--- src/pkg/eiem_map.vh ---
/*
 * Register map, field positions and reset values of the Ethernet interrupt
 * enable mask block.
 * Assumes inclusion by bare name from the design files; definitions only.
 */
`ifndef EIEM_MAP_VH
`define EIEM_MAP_VH

// Register byte offsets on the plain register port.
`define EIEM_ADDR_W              8
`define EIEM_OFS_ENABLE          8'h00
`define EIEM_OFS_STATUS          8'h04
`define EIEM_OFS_RAW             8'h08
`define EIEM_OFS_PENDING         8'h0C

// Data width of every register.
`define EIEM_DATA_W              32

// Bit positions of the enable fields, shared with the status layout.
`define EIEM_BIT_RX_DATA_OVR     25
`define EIEM_BIT_RX_STAT_OVR     24
`define EIEM_BIT_RX_BUF_CLOSED   23
`define EIEM_BIT_RX_DONE_A       22
`define EIEM_BIT_RX_DONE_B       21
`define EIEM_BIT_RX_DONE_C       20
`define EIEM_BIT_RX_DONE_D       19
`define EIEM_BIT_RX_NO_BUF       18
`define EIEM_BIT_RX_BUF_FULL     17
`define EIEM_BIT_RX_BCAST_REJ    16
`define EIEM_BIT_STAT_OVR        6
`define EIEM_BIT_SPARE           5
`define EIEM_BIT_TX_BUF_CLOSED   4
`define EIEM_BIT_TX_DESC_NRDY    3
`define EIEM_BIT_TX_DONE         2

// Bits that hold an interrupt source.
`define EIEM_SRC_MASK            32'h03FF005C
// Bits of the enable register that store a value (sources plus the spare bit).
`define EIEM_EN_WR_MASK          32'h03FF007C

// Reset values.
`define EIEM_ENABLE_RST          32'h00000000
`define EIEM_STATUS_RST          32'h00000000
`define EIEM_RDATA_RST           32'h00000000

`endif

--- src/core/eiem_core.v ---
/*
 * Ethernet interrupt enable mask: per-source sticky status flags, the
 * software enable register that gates them, and the system interrupt line.
 * Assumes event inputs are one-cycle pulses from logic on mclk, and a
 * register master that issues one-cycle read or write strobes.
 */
// Implementation choices: the address map and the address-and-strobe port.
// Operation
// - Bit 24 enables the receive status-overflow flag onto the interrupt; resets to zero.
// - Bit 23 enables the receive-buffer-closed flag onto the interrupt; resets to zero.
// - Bit 22 enables the ring A receive-complete flag; read/write, resets to zero.
// - Bit 21 enables the ring B receive-complete flag; read/write, resets to zero.
// - Bit 20 enables the ring C receive-complete flag; read/write, resets to zero.
// - Bit 19 enables the ring D receive-complete flag; read/write, resets to zero.
// - Bit 18 enables the no-receive-buffer flag; read/write, resets to zero.
// - Bit 17 enables the receive-buffer-full flag; read/write, resets to zero.
// - Bit 16 enables the receive broadcast-reject flag; read/write, resets to zero.
// - Bits 15 to 7 are reserved, hold nothing and read as zero.
// - Bit 6 enables the statistics-overflow flag; read/write, resets to zero.
// - Bit 4 enables the transmit-buffer-closed flag; read/write, resets to zero.
// - Bit 3 enables the transmit-descriptor-not-ready flag; read/write, resets to zero.
// - A clear enable bit keeps its set status flag off the interrupt.
// - Bit 25 enables the receive data-overflow flag; read/write, resets to zero.
// - Bit 2 enables the transmit-complete flag; read/write, resets to zero.
`timescale 1ns/10ps
`include "eiem_map.vh"

module eiem_core (
    input  wire                     mclk,
    input  wire                     sys_rst,
    input  wire [`EIEM_ADDR_W-1:0]  reg_addr,
    input  wire [`EIEM_DATA_W-1:0]  reg_wdata,
    input  wire                     reg_wr,
    input  wire                     reg_rd,
    output wire [`EIEM_DATA_W-1:0]  reg_rdata,
    input  wire                     evt_recv_data_overrun,
    input  wire                     evt_recv_status_overrun,
    input  wire                     evt_recv_buffer_closed,
    input  wire                     evt_recv_finished_pool_a,
    input  wire                     evt_recv_finished_pool_b,
    input  wire                     evt_recv_finished_pool_c,
    input  wire                     evt_recv_finished_pool_d,
    input  wire                     evt_recv_no_buffer,
    input  wire                     evt_recv_buffer_full,
    input  wire                     evt_recv_broadcast_reject,
    input  wire                     evt_statistics_overrun,
    input  wire                     evt_xmit_buffer_closed,
    input  wire                     evt_xmit_descriptor_not_ready,
    input  wire                     evt_xmit_finished,
    output wire                     recv_data_overrun_irq_en,
    output wire                     recv_status_overrun_irq_en,
    output wire                     recv_buffer_closed_irq_en,
    output wire                     recv_finished_pool_a_irq_en,
    output wire                     recv_finished_pool_b_irq_en,
    output wire                     recv_finished_pool_c_irq_en,
    output wire                     recv_finished_pool_d_irq_en,
    output wire                     recv_no_buffer_irq_en,
    output wire                     recv_buffer_full_irq_en,
    output wire                     recv_broadcast_reject_irq_en,
    output wire                     statistics_overrun_irq_en,
    output wire                     xmit_buffer_closed_irq_en,
    output wire                     xmit_descriptor_not_ready_irq_en,
    output wire                     xmit_finished_irq_en,
    output wire                     sys_irq
);

    reg  [`EIEM_DATA_W-1:0] enable_ff;
    reg  [`EIEM_DATA_W-1:0] nxt_enable;
    reg  [`EIEM_DATA_W-1:0] status_ff;
    wire [`EIEM_DATA_W-1:0] nxt_status;
    reg  [`EIEM_DATA_W-1:0] rdata_ff;
    reg  [`EIEM_DATA_W-1:0] nxt_rdata;
    reg                     irq_ff;
    wire                    nxt_irq;
    wire [`EIEM_DATA_W-1:0] evt_vec;
    wire [`EIEM_DATA_W-1:0] pending;
    wire                    wr_enable;
    wire                    wr_status;

    // Place each event on the bit position that its enable occupies.
    assign evt_vec[31:26]                     = 6'h00;
    assign evt_vec[`EIEM_BIT_RX_DATA_OVR]     = evt_recv_data_overrun;
    assign evt_vec[`EIEM_BIT_RX_STAT_OVR]     = evt_recv_status_overrun;
    assign evt_vec[`EIEM_BIT_RX_BUF_CLOSED]   = evt_recv_buffer_closed;
    assign evt_vec[`EIEM_BIT_RX_DONE_A]       = evt_recv_finished_pool_a;
    assign evt_vec[`EIEM_BIT_RX_DONE_B]       = evt_recv_finished_pool_b;
    assign evt_vec[`EIEM_BIT_RX_DONE_C]       = evt_recv_finished_pool_c;
    assign evt_vec[`EIEM_BIT_RX_DONE_D]       = evt_recv_finished_pool_d;
    assign evt_vec[`EIEM_BIT_RX_NO_BUF]       = evt_recv_no_buffer;
    assign evt_vec[`EIEM_BIT_RX_BUF_FULL]     = evt_recv_buffer_full;
    assign evt_vec[`EIEM_BIT_RX_BCAST_REJ]    = evt_recv_broadcast_reject;
    assign evt_vec[15:7]                      = 9'h000;
    assign evt_vec[`EIEM_BIT_STAT_OVR]        = evt_statistics_overrun;
    assign evt_vec[`EIEM_BIT_SPARE]           = 1'b0;
    assign evt_vec[`EIEM_BIT_TX_BUF_CLOSED]   = evt_xmit_buffer_closed;
    assign evt_vec[`EIEM_BIT_TX_DESC_NRDY]    = evt_xmit_descriptor_not_ready;
    assign evt_vec[`EIEM_BIT_TX_DONE]         = evt_xmit_finished;
    assign evt_vec[1:0]                       = 2'h0;

    assign wr_enable = reg_wr && (reg_addr == `EIEM_OFS_ENABLE);
    assign wr_status = reg_wr && (reg_addr == `EIEM_OFS_STATUS);

    // Enable register: only source bits and the spare bit store a value.
    always @* begin
        nxt_enable = enable_ff;
        if (wr_enable) begin
            nxt_enable = reg_wdata & `EIEM_EN_WR_MASK;
        end
    end

    always @(posedge mclk) begin
        if (sys_rst) begin
            enable_ff <= `EIEM_ENABLE_RST;
        end else begin
            enable_ff <= nxt_enable;
        end
    end

    // Sticky status per bit; an event in the clearing cycle wins so none is lost.
    genvar gi;
    generate
        for (gi = 0; gi < `EIEM_DATA_W; gi = gi + 1) begin : g_status
            if (((`EIEM_SRC_MASK >> gi) & 1) != 0) begin : g_src
                assign nxt_status[gi] = evt_vec[gi] |
                                        (status_ff[gi] & ~(wr_status & reg_wdata[gi]));
            end else begin : g_none
                assign nxt_status[gi] = 1'b0;
            end
        end
    endgenerate

    always @(posedge mclk) begin
        if (sys_rst) begin
            status_ff <= `EIEM_STATUS_RST;
        end else begin
            status_ff <= nxt_status;
        end
    end

    // The spare bit 5 never reaches the interrupt because it has no source.
    assign pending = status_ff & enable_ff & `EIEM_SRC_MASK;
    assign nxt_irq = |pending;

    // Registered so the line never glitches while status and enable change.
    always @(posedge mclk) begin
        if (sys_rst) begin
            irq_ff <= 1'b0;
        end else begin
            irq_ff <= nxt_irq;
        end
    end

    assign sys_irq = irq_ff;

    // Read data appear the cycle after the strobe; unmapped addresses read zero.
    always @* begin
        nxt_rdata = `EIEM_RDATA_RST;
        if (reg_rd) begin
            case (reg_addr)
                `EIEM_OFS_ENABLE: begin
                    nxt_rdata = enable_ff;
                end
                `EIEM_OFS_STATUS: begin
                    nxt_rdata = status_ff;
                end
                `EIEM_OFS_RAW: begin
                    nxt_rdata = evt_vec;
                end
                `EIEM_OFS_PENDING: begin
                    nxt_rdata = pending;
                end
                default: begin
                    nxt_rdata = `EIEM_RDATA_RST;
                end
            endcase
        end
    end

    always @(posedge mclk) begin
        if (sys_rst) begin
            rdata_ff <= `EIEM_RDATA_RST;
        end else begin
            rdata_ff <= nxt_rdata;
        end
    end

    assign reg_rdata = rdata_ff;

    // Each enable field is also visible to the neighbouring status logic.
    assign recv_data_overrun_irq_en         = enable_ff[`EIEM_BIT_RX_DATA_OVR];
    assign recv_status_overrun_irq_en       = enable_ff[`EIEM_BIT_RX_STAT_OVR];
    assign recv_buffer_closed_irq_en        = enable_ff[`EIEM_BIT_RX_BUF_CLOSED];
    assign recv_finished_pool_a_irq_en      = enable_ff[`EIEM_BIT_RX_DONE_A];
    assign recv_finished_pool_b_irq_en      = enable_ff[`EIEM_BIT_RX_DONE_B];
    assign recv_finished_pool_c_irq_en      = enable_ff[`EIEM_BIT_RX_DONE_C];
    assign recv_finished_pool_d_irq_en      = enable_ff[`EIEM_BIT_RX_DONE_D];
    assign recv_no_buffer_irq_en            = enable_ff[`EIEM_BIT_RX_NO_BUF];
    assign recv_buffer_full_irq_en          = enable_ff[`EIEM_BIT_RX_BUF_FULL];
    assign recv_broadcast_reject_irq_en     = enable_ff[`EIEM_BIT_RX_BCAST_REJ];
    assign statistics_overrun_irq_en        = enable_ff[`EIEM_BIT_STAT_OVR];
    assign xmit_buffer_closed_irq_en        = enable_ff[`EIEM_BIT_TX_BUF_CLOSED];
    assign xmit_descriptor_not_ready_irq_en = enable_ff[`EIEM_BIT_TX_DESC_NRDY];
    assign xmit_finished_irq_en             = enable_ff[`EIEM_BIT_TX_DONE];

endmodule // eiem_core

--- config.mk ---
export PLATFORM = sky130hd
export DESIGN_NAME = eiem_core
export DESIGN_NICKNAME = d
export VERILOG_FILES = /design/src/core/eiem_core.v
export VERILOG_INCLUDE_DIRS = /design/src /design/src/pkg
export SDC_FILE = /design/constraint.sdc
export NUM_CORES = 1
export LEC_CHECK = 0
export BUFFER_PORTS_ARGS = -buffer_cell sky130_fd_sc_hd__buf_2
export CAP_MARGIN = 40
export CORE_MARGIN = 3
export CORE_UTILIZATION = 50
export CTS_BUF_LIST = sky130_fd_sc_hd__clkbuf_2
export CTS_CLUSTER_SIZE = 30
export DETAILED_ROUTE_END_ITERATION = 10
export PLACE_DENSITY = 0.82
export RECOVER_POWER = 25
export SYNTH_ARGS = -nofsm -noshare
export SYNTH_HDL_FRONTEND = slang
export SYNTH_SLANG_ARGS = --single-unit
--- constraint.sdc ---
create_clock -name mclk -period 2.69 [get_ports mclk]
set_input_delay 0.269 -clock mclk [delete_from_list [all_inputs] [get_ports mclk]]
set_output_delay 0.269 -clock mclk [all_outputs]
set_load 0.005 [all_outputs]
==> impl_metrics.json <==
{
  "wl_per_cell_um": 16.2,
  "status": "complete, no violations",
  "setup_tns_ns": 0,
  "seqCellArea_um2": 901,
  "area_growth_pct": 14.8,
  "slew_headroom": 0.459,
  "io_pins": 105,
  "finClkSkew_ns": 0.0118,
  "hold_buffers": 0,
  "grt_use_met2": 0.350,
  "path_clk_slew_ns": 0.21,
  "grt_pass1_wl_um": 8720,
  "die_area_um2": 5050,
  "synth_cell_types": 28,
  "clk_path_buf_depth": 2,
  "drtAntennaViolNets": 0,
  "rsz0062_at_grt": "no",
  "critPathMaxStageDelay_ns": 0.49,
  "max_cap_violations": 0,
  "dp.final_hpwl_um": 3830,
  "drt_iter0_markers": 235,
  "total_power_w": 0.00113,
  "path_cells": "buf_2 -> nor4_4 -> buf_4 -> nand3_1 -> nor3_1",
  "top_usage_layer": "met2",
  "clock.fmax_ghz": 0.644,
  "antenna_found_initial": 0,
  "clkSinkCount": 45,
  "yosys_warnings": 0,
  "multi_input_area_um2": 1040,
  "worst_skew_pair.late_latency_ns": 0.41,
  "final_nets": 354,
  "cts_tree": "built",
  "synth-seq-cells": 45,
  "cts_buffers": 5,
  "grt_max_degree": 32,
  "crit_family": "simple AND/OR/NAND/NOR gates",
  "initial_core_util": 0.525,
  "synth_area_um2": 2120,
  "syn_avg_cell_area_um2": 9.04,
  "synth.cells.most_frequent": "45 x dfxtp_1, 29 x nor2b_1, 19 x buf_4",
  "htreeDepth": 2,
  "diodes": 0,
  "fillers": 365,
  "yosysTopAreaCell": "dfxtp_1",
  "slew_violations": 0,
  "start_kind": "input pin",
  "critPathCaptureType": "flop",
  "grtUsageMet1": 0.272,
  "gp_congestion": 0.887,
  "synth_edf_count": 0,
  "core_um2": 4030,
  "path_buf_inv": 2,
  "setup_viol": 0,
  "synth_seq_area_share": 0.426,
  "p_leak_nw": 0.998,
  "hp-class": "input pin to flop",
  "postCtsSetupBuffers": 0,
  "irDropWorstVdd_mv": 0.182,
  "drive_gt1_frac": 0.279,
  "drcViolationCount": 0,
  "post_cts_resized": 0,
  "yosysMostFrequentCell": "dfxtp_1",
  "die_y_um": 71.1,
  "grt_use_total": 0.214,
  "cp_slowest_cell": "nand3_1",
  "worstMarginPinSlew_ns": 0.812,
  "vias_per_cell": 5.79,
  "power.density_nw_per_um2": 465,
  "crit_arrival_ns": 1.85,
  "crit_required_ns": 2.99,
  "synth_top_area_share": 0.426,
  "period_needed_ns": 1.55,
  "critPathMaxFanout": 16,
  "rows": 23,
  "hold_violations": 0,
  "grt_pass1_vias": 1926,
  "path_class": "input pin to flop",
  "whs_ns": 0.0861,
  "fp.dieW_um": 71.1,
  "port_buffers": 70,
  "async_flop_share": 0,
  "first_pass_iters": 4,
  "gr-total-overflow": 0,
  "synth_area_leaders": "dfxtp_1 43%, nor2b_1 8.6%, buf_4 6.7%",
  "syn_inst": 234,
  "clockRootBuffer": "clkbuf_2",
  "min_period_over_period": 0.577,
  "grt_use_met3": 0.0440,
  "synthFlopType": "dfxtp_1",
  "routed-via-count": 2008,
  "routed_wl_um": 5620
}
[worst paths after layout]
path / end / depth (start not counted) / slack (ns) / from
setup / recovery: reg_rdata[17] / 5 / 1.14 / reg_addr[5]
hold / removal: enable_ff[5] / 3 / 0.09 / reg_wdata[5]
setup reg to reg: sys_irq / 3 / 1.55 / enable_ff[21]
hold reg to reg: reg_rdata[5] / 2 / 0.47 / enable_ff[5]
[cells in the final DEF (no fill, tap or decap), drive strengths merged, types with 3 or more instances in the layout]
cell type,synthesis,final
nor3,15,15
o31ai,15,15
a311oi,14,14
dfxtp,45,45
clkbuf,11,11
a21oi,15,15
nor2,15,15
nor4,3,3
buf,25,72
a22oi,3,3
nand4,15,15
o22ai,14,14
conb,1,17
nor2b,29,29
[routing by layer]
| metal | wire length [um] | share of wire |
|---|---|---|
| met2 | 2710 | 0.48 |
| met1 | 2330 | 0.41 |
| met3 | 482 | 0.086 |
| met4 | 96 | 0.017 |
| met5 | 0 | 0 |
[power by group]
group	total, W	leakage, nW	internal [W]	switching [W]
clock network	0.000283	0.0332	0.0000766	0.000207
registers	0.000696	0.367	0.000684	0.0000121
logic	0.000151	0.598	0.0000593	0.0000915
[logic make-up after synthesis]
kind of cell / Yosys count / synth area share
XOR/XNOR: 1 / 0.00414
other: 1 / 0.00177
buffers and inverters: 37 / 0.112
flip-flops: 45 / 0.426
AO/OA/AOI/OAI: 66 / 0.218
AND/OR/NAND/NOR: 84 / 0.238
[tightest hold or removal path, delay by kind of cell]
family	cells	cell delay, ns
AND/OR/NAND/NOR	1	0.05
buffers and inverters	1	0.10
AO/OA/AOI/OAI	1	0.05
[sequential cells by signal, indices dropped and copies added, names as in the netlist]
signal and flops:
sys_irq 1, enable_ff 15, status_ff 14, reg_rdata 15
[final cells by class]
cell class,count,area share
Inverter,1,0.00154
Timing Repair Buffer,75,0.158
Tap cell,50,0.0257
Sequential cell,45,0.371
Clock buffer,8,0.0165
Multi-Input combinational cell,168,0.427
[metrics by stage]
| step | setup WS, ns | cell area (um^2) | util | std cells |
|---|---|---|---|---|
| after floorplan | 1.14 | 2180 | - | 250 |
| after global placement | 0.811 | 2390 | 0.594 | 339 |
| after detailed placement | 0.750 | 2390 | 0.594 | 339 |
| after CTS | 1.18 | 2430 | 0.604 | 347 |
| after global routing | 1.08 | 2430 | 0.603 | 347 |
| final | 1.14 | 2430 | 0.603 | 347 |
No activity file was read; power rests on OpenSTA's default activity.
